<file path="src/rtl/fgam_pkg.sv">
// Package with register map, field layout and keys of the flash guard block
package fgam_pkg;
    // Register indices; byte address on the bus is four times the index
    localparam logic [13:0] IDX_CTRL_ONE = 14'h0fd0;
    localparam logic [13:0] IDX_COMMIT = 14'h0fd1;
    localparam logic [13:0] IDX_SLEEP_CTRL = 14'h0fd2;
    localparam logic [13:0] IDX_SYS_CFG_THREE = 14'h0fd8;
    localparam logic [13:0] IDX_SYS_COMMIT = 14'h0fd9;

    localparam logic [7:0] FLASH_KEY = 8'hd5;
    localparam logic [7:0] SYS_KEY = 8'hd4;

    localparam logic [2:0] GUARD_ON = 3'h5;
    localparam logic [2:0] GUARD_OFF = 3'h2;
    localparam logic [1:0] AREA_STD = 2'h0;
    localparam logic [1:0] AREA_CODE = 2'h2;

    // Field positions in flash_ctrl_one
    localparam int GUARD_HI = 7;
    localparam int GUARD_LO = 5;
    localparam int BOOT_BIT = 4;
    localparam int AREA_HI = 3;
    localparam int AREA_LO = 2;
    // Field positions in flash_ctrl_mirror
    localparam int MIR_GUARD_BIT = 5;
    // Field positions in system_cfg_three
    localparam int RAM_MAP_BIT = 0;
    localparam int VEC_RAM_BIT = 1;
    // Bit that toggles on reads while flash is busy
    localparam int TOGGLE_BIT = 6;

    localparam logic [7:0] CTRL_ONE_RST = 8'h40;
    localparam logic [1:0] SYS_CFG_RST = 2'h0;

    // Address windows
    localparam logic [15:0] FLASH_LO = 16'h8000;
    localparam logic [15:0] FLASH_HI = 16'hffff;
    localparam logic [15:0] BOOT_LO = 16'h1000;
    localparam logic [15:0] BOOT_HI = 16'h17ff;
    localparam logic [15:0] BOOT_SER_CODE_HI = 16'h1fff;
    localparam logic [15:0] RAM_CODE_LO = 16'h0040;
    localparam logic [15:0] RAM_CODE_HI = 16'h0fff;
endpackage

</file>
<file path="src/rtl/fgam_flash_guard.sv">
// Flash write guard, area remapping and standby reset control
// What this block does
// - Guard value 101 plus key enables commands
// - Disabled guard ignores command writes and toggling
// - Guard resets to 010, disabled
// - Disabling rejects new writes, running sequence continues
// - Flash commands pass only through data space
// - Area 10 plus key shows code window
// - Area 00 plus key restores standard mapping
// - Both windows alias same cells; program once
// - RAM-map bit plus key D4 maps RAM
// - Serial mode always maps RAM into code
// - Boot bit plus key overlays boot ROM
// - Boot bit 0 plus key removes overlay
// - Serial mode fixes boot ROM in both spaces
// - Serial mode boot bit reads 1, ignores writes
// - Standby bit writable only from RAM code
// - Flash access with standby bit raises reset
// - Interrupt with flash vectors clears standby bit
// - RAM vectors keep bit; flash target resets
// - Controls double-buffered; key commits; mirror reads active
// - Standby control register reads all zeros
// - Busy flash toggles bit 6 per read
`timescale 1ns/1ps
`default_nettype none
module fgam_flash_guard (
    input wire logic pclk,
    input wire logic presetn,
    input wire logic psel,
    input wire logic penable,
    input wire logic pwrite,
    input wire logic [15:0] paddr,
    input wire logic [31:0] pwdata,
    output logic [31:0] prdata,
    output logic pready,
    output logic pslverr,
    input wire logic serial_mode,
    input wire logic exec_from_ram,
    input wire logic irq_vector_fetch,
    input wire logic code_req,
    input wire logic [15:0] code_addr,
    output logic code_to_flash,
    output logic code_to_boot,
    output logic code_to_ram,
    input wire logic data_req,
    input wire logic data_we,
    input wire logic [15:0] data_addr,
    input wire logic [7:0] data_wdata,
    output logic data_to_flash,
    output logic data_to_boot,
    output logic [7:0] data_rdata,
    output logic data_rvalid,
    input wire logic [7:0] flash_rdata,
    input wire logic flash_busy,
    output logic flash_cmd_we,
    output logic [15:0] flash_cmd_addr,
    output logic [7:0] flash_cmd_data,
    output logic flash_code_win,
    output logic guard_enabled,
    output logic standby_bit,
    output logic standby_reset
);
    function automatic logic in_range(input logic [15:0] a,
                                      input logic [15:0] lo,
                                      input logic [15:0] hi);
        in_range = (a >= lo) && (a <= hi);
    endfunction

    function automatic logic hit(input logic [15:0] a,
                                 input logic [13:0] idx);
        hit = (a[15:2] == idx) && (a[1:0] == 2'h0);
    endfunction

    // Bus decode
    wire logic access = psel && penable;
    wire logic bus_wr = access && pwrite;
    wire logic sel_ctrl = hit(paddr, fgam_pkg::IDX_CTRL_ONE);
    wire logic sel_commit = hit(paddr, fgam_pkg::IDX_COMMIT);
    wire logic sel_sleep = hit(paddr, fgam_pkg::IDX_SLEEP_CTRL);
    wire logic sel_sys = hit(paddr, fgam_pkg::IDX_SYS_CFG_THREE);
    wire logic sel_sys_commit = hit(paddr, fgam_pkg::IDX_SYS_COMMIT);
    wire logic sel_any = sel_ctrl || sel_commit || sel_sleep ||
                         sel_sys || sel_sys_commit;

    assign pready = 1'b1;
    assign pslverr = access && !sel_any;

    // Flash control: holding copy and active copy
    logic [7:0] ctrl_hold;
    logic [7:0] ctrl_act;
    logic [7:0] next_ctrl_hold;
    wire logic ctrl_wr = bus_wr && sel_ctrl;
    wire logic flash_commit = bus_wr && sel_commit &&
                              (pwdata[7:0] == fgam_pkg::FLASH_KEY);

    // In serial mode the boot bit keeps its held value on writes
    always_comb begin
        next_ctrl_hold = pwdata[7:0];
        if (serial_mode) begin
            next_ctrl_hold[fgam_pkg::BOOT_BIT] =
                ctrl_hold[fgam_pkg::BOOT_BIT];
        end
    end

    fgam_shadow_reg #(
        .W(8),
        .RST(fgam_pkg::CTRL_ONE_RST)
    ) u_ctrl_one (
        .clk(pclk),
        .rstn(presetn),
        .wr_hold(ctrl_wr),
        .hold_in(next_ctrl_hold),
        .commit(flash_commit),
        .hold(ctrl_hold),
        .active(ctrl_act)
    );

    // System config: RAM map and vector location, committed by key D4
    logic [1:0] sys_hold;
    logic [1:0] sys_act;
    wire logic sys_wr = bus_wr && sel_sys;
    wire logic sys_commit = bus_wr && sel_sys_commit &&
                            (pwdata[7:0] == fgam_pkg::SYS_KEY);

    fgam_shadow_reg #(
        .W(2),
        .RST(fgam_pkg::SYS_CFG_RST)
    ) u_sys_cfg (
        .clk(pclk),
        .rstn(presetn),
        .wr_hold(sys_wr),
        .hold_in(pwdata[1:0]),
        .commit(sys_commit),
        .hold(sys_hold),
        .active(sys_act)
    );

    // Decoded active controls
    wire logic [2:0] guard_act =
        ctrl_act[fgam_pkg::GUARD_HI:fgam_pkg::GUARD_LO];
    // Reserved guard codes count as disabled, the safe side
    wire logic guard_on = (guard_act == fgam_pkg::GUARD_ON);
    wire logic [1:0] area_act =
        ctrl_act[fgam_pkg::AREA_HI:fgam_pkg::AREA_LO];
    wire logic area_code = (area_act == fgam_pkg::AREA_CODE);
    wire logic boot_on = serial_mode ||
                         ctrl_act[fgam_pkg::BOOT_BIT];
    wire logic ram_on = serial_mode ||
                        sys_act[fgam_pkg::RAM_MAP_BIT];
    wire logic vec_in_ram = sys_act[fgam_pkg::VEC_RAM_BIT];

    assign guard_enabled = guard_on;
    assign flash_code_win = area_code;

    // Code space map
    wire logic [15:0] boot_code_hi = serial_mode ?
        fgam_pkg::BOOT_SER_CODE_HI : fgam_pkg::BOOT_HI;
    wire logic code_boot_hit = boot_on &&
        in_range(code_addr, fgam_pkg::BOOT_LO, boot_code_hi);
    wire logic code_ram_hit = ram_on && in_range(code_addr,
        fgam_pkg::RAM_CODE_LO, fgam_pkg::RAM_CODE_HI);
    wire logic code_flash_hit = in_range(code_addr,
        fgam_pkg::FLASH_LO, fgam_pkg::FLASH_HI);

    assign code_to_boot = code_req && code_boot_hit;
    assign code_to_ram = code_req && code_ram_hit;
    assign code_to_flash = code_req && code_flash_hit;

    // Data space map
    wire logic data_boot_hit = boot_on && in_range(data_addr,
        fgam_pkg::BOOT_LO, fgam_pkg::BOOT_HI);
    wire logic data_flash_hit = in_range(data_addr,
        fgam_pkg::FLASH_LO, fgam_pkg::FLASH_HI);

    assign data_to_boot = data_req && data_boot_hit;
    assign data_to_flash = data_req && data_flash_hit;

    // Command writes reach flash only from data space and only with the
    // guard open. A sequence already in the engine is left alone when
    // the guard closes; the engine itself owns its progress.
    wire logic cmd_write = data_to_flash && data_we &&
                           guard_on;
    wire logic flash_read = data_to_flash && !data_we;

    always_ff @(posedge pclk or negedge presetn) begin
        if (!presetn) begin
            flash_cmd_we <= 1'b0;
        end else begin
            flash_cmd_we <= cmd_write;
        end
    end

    always_ff @(posedge pclk or negedge presetn) begin
        if (!presetn) begin
            flash_cmd_addr <= 16'h0000;
            flash_cmd_data <= 8'h00;
        end else if (cmd_write) begin
            flash_cmd_addr <= data_addr;
            flash_cmd_data <= data_wdata;
        end
    end

    // Toggle bit while the array is busy; frozen when the guard is shut
    logic toggle;
    wire logic busy_toggle = flash_busy && guard_on;
    wire logic [7:0] flash_view = busy_toggle ?
        {flash_rdata[7], toggle, flash_rdata[5:0]} : flash_rdata;

    always_ff @(posedge pclk or negedge presetn) begin
        if (!presetn) begin
            toggle <= 1'b0;
        end else if (flash_read && busy_toggle) begin
            toggle <= !toggle;
        end
    end

    always_ff @(posedge pclk or negedge presetn) begin
        if (!presetn) begin
            data_rdata <= 8'h00;
            data_rvalid <= 1'b0;
        end else begin
            data_rvalid <= flash_read;
            if (flash_read) begin
                data_rdata <= flash_view;
            end
        end
    end

    // Standby reset bit
    wire logic irq_clear = irq_vector_fetch && !vec_in_ram;
    wire logic sleep_wr = bus_wr && sel_sleep &&
                          exec_from_ram;
    // Flash fetches and data accesses both count; with vectors in RAM a
    // handler placed in flash lands here on its first fetch.
    wire logic flash_touch = code_to_flash || data_to_flash;
    logic next_standby;

    always_comb begin
        next_standby = standby_bit;
        if (irq_clear) begin
            next_standby = 1'b0;
        end else if (sleep_wr) begin
            next_standby = pwdata[0];
        end
    end

    always_ff @(posedge pclk or negedge presetn) begin
        if (!presetn) begin
            standby_bit <= 1'b0;
        end else begin
            standby_bit <= next_standby;
        end
    end

    // The clear on interrupt acts before the vector fetch in that cycle
    always_ff @(posedge pclk or negedge presetn) begin
        if (!presetn) begin
            standby_reset <= 1'b0;
        end else begin
            standby_reset <= standby_bit && !irq_clear &&
                             flash_touch;
        end
    end

    // Read data
    logic [7:0] mirror;
    logic [7:0] ctrl_view;

    always_comb begin
        mirror = 8'h00;
        mirror[fgam_pkg::MIR_GUARD_BIT] = guard_on;
        mirror[fgam_pkg::BOOT_BIT] = boot_on;
        mirror[fgam_pkg::AREA_HI:fgam_pkg::AREA_LO] = area_act;
        mirror[1:0] = ctrl_act[1:0];
    end

    always_comb begin
        ctrl_view = ctrl_hold;
        if (serial_mode) begin
            ctrl_view[fgam_pkg::BOOT_BIT] = 1'b1;
        end
    end

    // Sleep control and both commit registers are write-only: read zero
    // except that the flash commit address shows the active mirror.
    always_comb begin
        prdata = 32'h00000000;
        if (sel_ctrl) begin
            prdata[7:0] = ctrl_view;
        end else if (sel_commit) begin
            prdata[7:0] = mirror;
        end else if (sel_sys) begin
            prdata[1:0] = sys_hold;
        end else if (sel_sleep) begin
            prdata[7:0] = 8'h00;
        end
    end
endmodule
`default_nettype wire

</file>
<file path="src/rtl/fgam_shadow_reg.sv">
// Double-buffered control register: holding copy plus committed active copy
`timescale 1ns/1ps
`default_nettype none
module fgam_shadow_reg #(
    parameter int W = 8,
    parameter logic [W-1:0] RST = '0
) (
    input wire logic clk,
    input wire logic rstn,
    input wire logic wr_hold,
    input wire logic [W-1:0] hold_in,
    input wire logic commit,
    output logic [W-1:0] hold,
    output logic [W-1:0] active
);
    always_ff @(posedge clk or negedge rstn) begin
        if (!rstn) begin
            hold <= RST;
        end else if (wr_hold) begin
            hold <= hold_in;
        end
    end

    // A write and a commit in one cycle commit the old holding value
    always_ff @(posedge clk or negedge rstn) begin
        if (!rstn) begin
            active <= RST;
        end else if (commit) begin
            active <= hold;
        end
    end
endmodule
`default_nettype wire

</file>
<file path="config.mk">
export PLATFORM = sky130hd
export DESIGN_NAME = fgam_flash_guard
export DESIGN_NICKNAME = d
export VERILOG_FILES = /design/src/rtl/fgam_pkg.sv /design/src/rtl/fgam_flash_guard.sv /design/src/rtl/fgam_shadow_reg.sv
export SDC_FILE = /design/constraint.sdc
export NUM_CORES = 1
export LEC_CHECK = 0
export BUFFER_PORTS_ARGS = -buffer_cell sky130_fd_sc_hd__buf_2
export CAP_MARGIN = 10
export CORE_MARGIN = 2
export CORE_UTILIZATION = 42
export DETAILED_ROUTE_END_ITERATION = 10
export GPL_TIMING_DRIVEN = 0
export PLACE_DENSITY = 0.76
export SLEW_MARGIN = 25
export SYNTH_ARGS = -nofsm -noshare
export SYNTH_HDL_FRONTEND = slang
export SYNTH_SLANG_ARGS = --single-unit
</file>
<file path="constraint.sdc">
create_clock -name pclk -period 2.75 [get_ports pclk]
set_clock_uncertainty 0.15 [all_clocks]
set_input_delay 0.1375 -clock pclk [delete_from_list [all_inputs] [get_ports pclk]]
set_output_delay 0.1375 -clock pclk [all_outputs]
set_load 0.1 [all_outputs]
</file>
==> summary.md <==
| Metric | Value |
|---|---|
| Clock latency of the later-clocked register in the worst-skew pair | roughly 320 ps |
| Final net count | ~540 |
| Worst setup EP type | primary output |
| Arrival time of data at the critical path endpoint | 2180 ps |
| Met3 routed WL | slightly below 500 um |
| Number of warnings reported in the yosys synthesis log | 0 |
| Via density per instance | roughly 4.7 |
| Most numerous cell on the critical path | buf_2 |
| Total Negative Setup Slacks | 0 ps |
| Root buffer selected by CTS | clkbuf_8 |
| Placeable core region | between 6000 and 7000 sq um |
| Proportion of layout cells with a drive suffix above 1 | between 50% and 60% |
| Unrepaired setup endpoints after global routing | false |
| Critical Setup Path Class | input port to primary output |
| Power per cell area | between 500 and 600 nW/um^2 |
| RePlAce Congestion | between 0.8 and 0.9 |
| Dominant combinational cell family by area after synthesis | multiplexers |
| Critical-path top delay cell | or4b_2 |
| Setup ws final | about 280 ps |
| Comb pwr share | between 20% and 30% |
| Largest net degree at the start of global routing | 58 |
| Net switching share of the total power | a little under a third |
| Wire length on met2 | 3.63 mm |
| Parity-gate share of the synthesized area counting xor and xnor cells | less than 1% |
| Flop and latch count out of synthesis | 57 |
| Number of buffers created by CTS | 9 |
| Timing-limited maximum frequency | roughly 400 MHz |
| TritonCTS clock tree | done |
| Transition time at the pin with the least slew margin | 684 ps |
| Number of clock sinks | 57 |
| Post-DRT Antenna Nets | 0 |
| Slew headroom | a little over half |
| Post-synthesis simple-gate area fraction | between 10% and 20% |
| GRT overflow | 0 |
| Met1 wire length | 2.90 mm |
| Buffer and inverter count on the worst path | 3 |
| Count of distinct cell types in the synthesized netlist | 41 |
| Startpoint types | input port |
| Global-route wire length before repair | ~12 mm |
| Worst reg2reg path depth | 5 |
| Die Y | 85.6 um |
| Longest individual stage delay on the worst path | approximately 660 ps |
| Post-route total power | around 2.4 mW |
| Switching pwr | roughly 0.76 mW |
| Count of H-tree levels built during CTS | 3 |
| Floorplan die area | roughly 7300 sq um |
| Fillers | 479 |
| Top-level I/O count | about 190 |
| Final worst-path cycle share | between 80% and 90% |
| Critical path, cell by cell | dlygate4sd3_1 -> buf_2 -> or4b_2 -> nor4b_2 -> buf_2 |
| Half-perimeter wire length after detailed placement | approximately 5.2 mm |
| Result of the run | finished clean |
| Die width | around 86 um |
| Worst setup timing slack at the placement stage | between 50 and 60 ps |
| Clk pin slew, worst setup/hold paths | 60 ps |
| Effective utilization at floorplan | around 44% |
| WP depth | 5 |
| Layout overhead on the synthesized area | 56.3% |
| Clock network fraction of total power | 40.0% |
| Post-synthesis share of cell area spent on full adders, half adders and majority gates | less than 1% |
| Longest Clk Path Bufs | 2 |
| Internal | 1.67 mW |
| Number of violations reported at the end of detailed-routing iteration 0 | 83 |
| Total vias in the final route | between 2000 and 2500 |
| Total leakage power | ~2.4 nW |
| Kind of cell adding the most delay to the critical path | buffers and inverters |
| Detailed-route wire length | 7.18 mm |
| Detailed-router iteration count before antenna repair | 4 |
| Final Critical Period | ~2500 ps |
| Number of endpoints failing setup at the final stage | 0 |
| Max-slew violations | 0 |
| Initial antenna violation count | 0 |
| Cell count after synthesis | roughly 220 |
| Critical path required time | 2460 ps |
| Top layer reached by signal wires | met4 |
| Placed cell count | 458 |
| Overall track demand over capacity in global routing | between 20% and 30% |
| Hold WC Path Type | input port to flop |
| Worst hold stages | 3 |
| Number of input and output port buffers inserted | between 100 and 150 |
| Max Fanout on Critical Path | 2 |
| Post-route non-filler standard cell count | just over 500 |
| Final count of hold timing violations | 0 |
| Number of inserted diodes | 0 |
| Register share of total power | about 36% |
| Compound-cell area share of the yosys netlist | ~2.1% |
| Count of buffers added by post-CTS timing repair for setup | 0 |
| Synthesized area | 2790 sq um |
| Drt wl/cell | around 14 um |
| Via count of the first global-routing pass | 2475 |
| Residual DRC count | 0 |
| Worst IR drop on VDD | ~0.49 mV |
| Number of placement rows | 29 |
| Portion of the post-synthesis area used by sequential elements | roughly 51% |
| Share of the core filled with cells | about two thirds |
| Mean instance size in the synthesized netlist | roughly 12 sq um |
| Max cap viols | 0 |
| Mux share of post-synthesis cell area | about 23% |
[layer usage]
metal	up-vias	GRT usage (%)
li1	1177	-
met1	1141	23.8
met2	106	35.9
met3	17	4.43
met4	0	8.23
met5	-	0
[Yosys cell counts]
cell type,count,share of area [%]
or4_1,1,0.27
nor4b_1,3,0.94
or4bb_1,1,0.40
nand4b_1,3,0.94
and3_1,2,0.45
a21oi_1,5,0.90
or2_2,2,0.45
o31a_1,1,0.31
nand2_1,8,1.1
o21ai_0,2,0.36
nor4_4,2,1.5
and4b_1,1,0.36
buf_4,25,6.7
nor2_1,11,1.5
a41o_1,1,0.36
mux2_1,2,0.81
nand4_1,5,1.1
or4_4,3,1.2
xor2_1,1,0.31
mux2_4,2,1.1
conb_1,2,0.27
nor2b_1,2,0.45
nor4_1,2,0.45
or3_1,1,0.22
and3b_1,1,0.31
nand2b_1,1,0.22
dfstp_2,2,1.9
nor4bb_1,2,0.72
mux2i_1,7,2.5
nand3_1,1,0.18
dfrtp_1,55,49
inv_1,5,0.67
or4b_2,1,0.36
ha_1,1,0.45
a31oi_1,1,0.22
or2_1,1,0.22
clkbuf_1,6,0.81
nor3b_1,2,0.54
buf_1,1,0.13
nor3_1,3,0.54
mux2_2,46,19
[area by class of cell]
cell class / instances / area, sq um / share of cell area [%]
plain buffers: 32 / 214 / 4.90
clock inverters: 4 / 98.8 / 2.26
multi-input cells: 153 / 1250 / 28.7
clock buffers: 12 / 155 / 3.55
inverters: 5 / 18.8 / 0.430
well taps: 77 / 96.3 / 2.21
repair buffers: 177 / 1100 / 25.3
flip-flops and latches: 57 / 1430 / 32.7
[worst min-delay path, stage by stage]
cell and delay [ps]:
buf_2 80, or2_2 110, mux2_2 140
[layout by cell type (no fill, tap or decap), drive strengths merged, types with 4 or more instances in the layout]
cell type,n
a21oi,5
nor4,4
mux2,50
mux2i,7
conb,25
inv,5
nand2,8
or4,4
dlygate4sd3,43
dfrtp,55
buf,160
nor2,11
nand4,5
clkbuf,18
[metrics by stage]
step,hold WS (ps),instance area (sq um)
2_1_floorplan,-308,2910
3_3_place_gp,219,3670
3_5_place_dp,84.6,3680
4_1_cts,4.48,4360
5_1_grt,22.3,4370
6_report,25.6,4370
[cell families (layout without fill, tap and decap cells)]
kind of cell,after synthesis,after routing
fa+ha+maj,1,1
flops,57,57
xor+xnor,1,1
other cells,2,25
buf+inv,37,230
compound gates,10,10
simple gates,59,59
mux,57,57
[registers in the layout (all words and copies together) (netlist names)]
signal             count
u_sys_cfg.hold         2
u_ctrl_one.hold        8
u_sys_cfg.active       2
toggle                 1
standby_bit            1
data_rvalid            1
flash_cmd_data         8
data_rdata             8
standby_reset          1
flash_cmd_we           1
flash_cmd_addr        16
u_ctrl_one.active      8
[power by group through the flow]
| stage | Combinational [mW] | Clock [mW] | Sequential [mW] |
|---|---|---|---|
| 3_5_place_dp | 0.532 | 0 | 0.886 |
| 5_1_grt | 0.609 | 1.04 | 0.874 |
| 6_report | 0.581 | 0.969 | 0.872 |
| 4_1_cts | 0.579 | 0.999 | 0.871 |
| 2_1_floorplan | 0.245 | 0 | 1.05 |
| 3_3_place_gp | 0.526 | 0 | 0.885 |
[final timing paths]
| check | end | start | slack, ps |
|---|---|---|---|
| min | data_rdata[2]$_DFFE_PN0P_ | data_we | 30 |
| max in group asynchronous | flash_cmd_addr[0]$_DFFE_PN0P_ | presetn | 1760 |
| min in group asynchronous | data_rdata[7]$_DFFE_PN0P_ | presetn | 240 |
| min reg2reg | toggle$_DFFE_PN0P_ | toggle$_DFFE_PN0P_ | 320 |
| max | data_to_boot | data_addr[14] | 280 |
| max reg2reg | flash_cmd_addr[8]$_DFFE_PN0P_ | u_ctrl_one.active[6]$_DFFE_PN1P_ | 470 |
[timing repair]
item / in CTS / in global routing
endpoints found under the setup margin: 0 / 3
gates resized for setup: 0 / 1
hold buffers: 43 / 0
endpoints found under the hold margin: 97 / 0
Note: power is estimated with default switching activity, not from simulation.
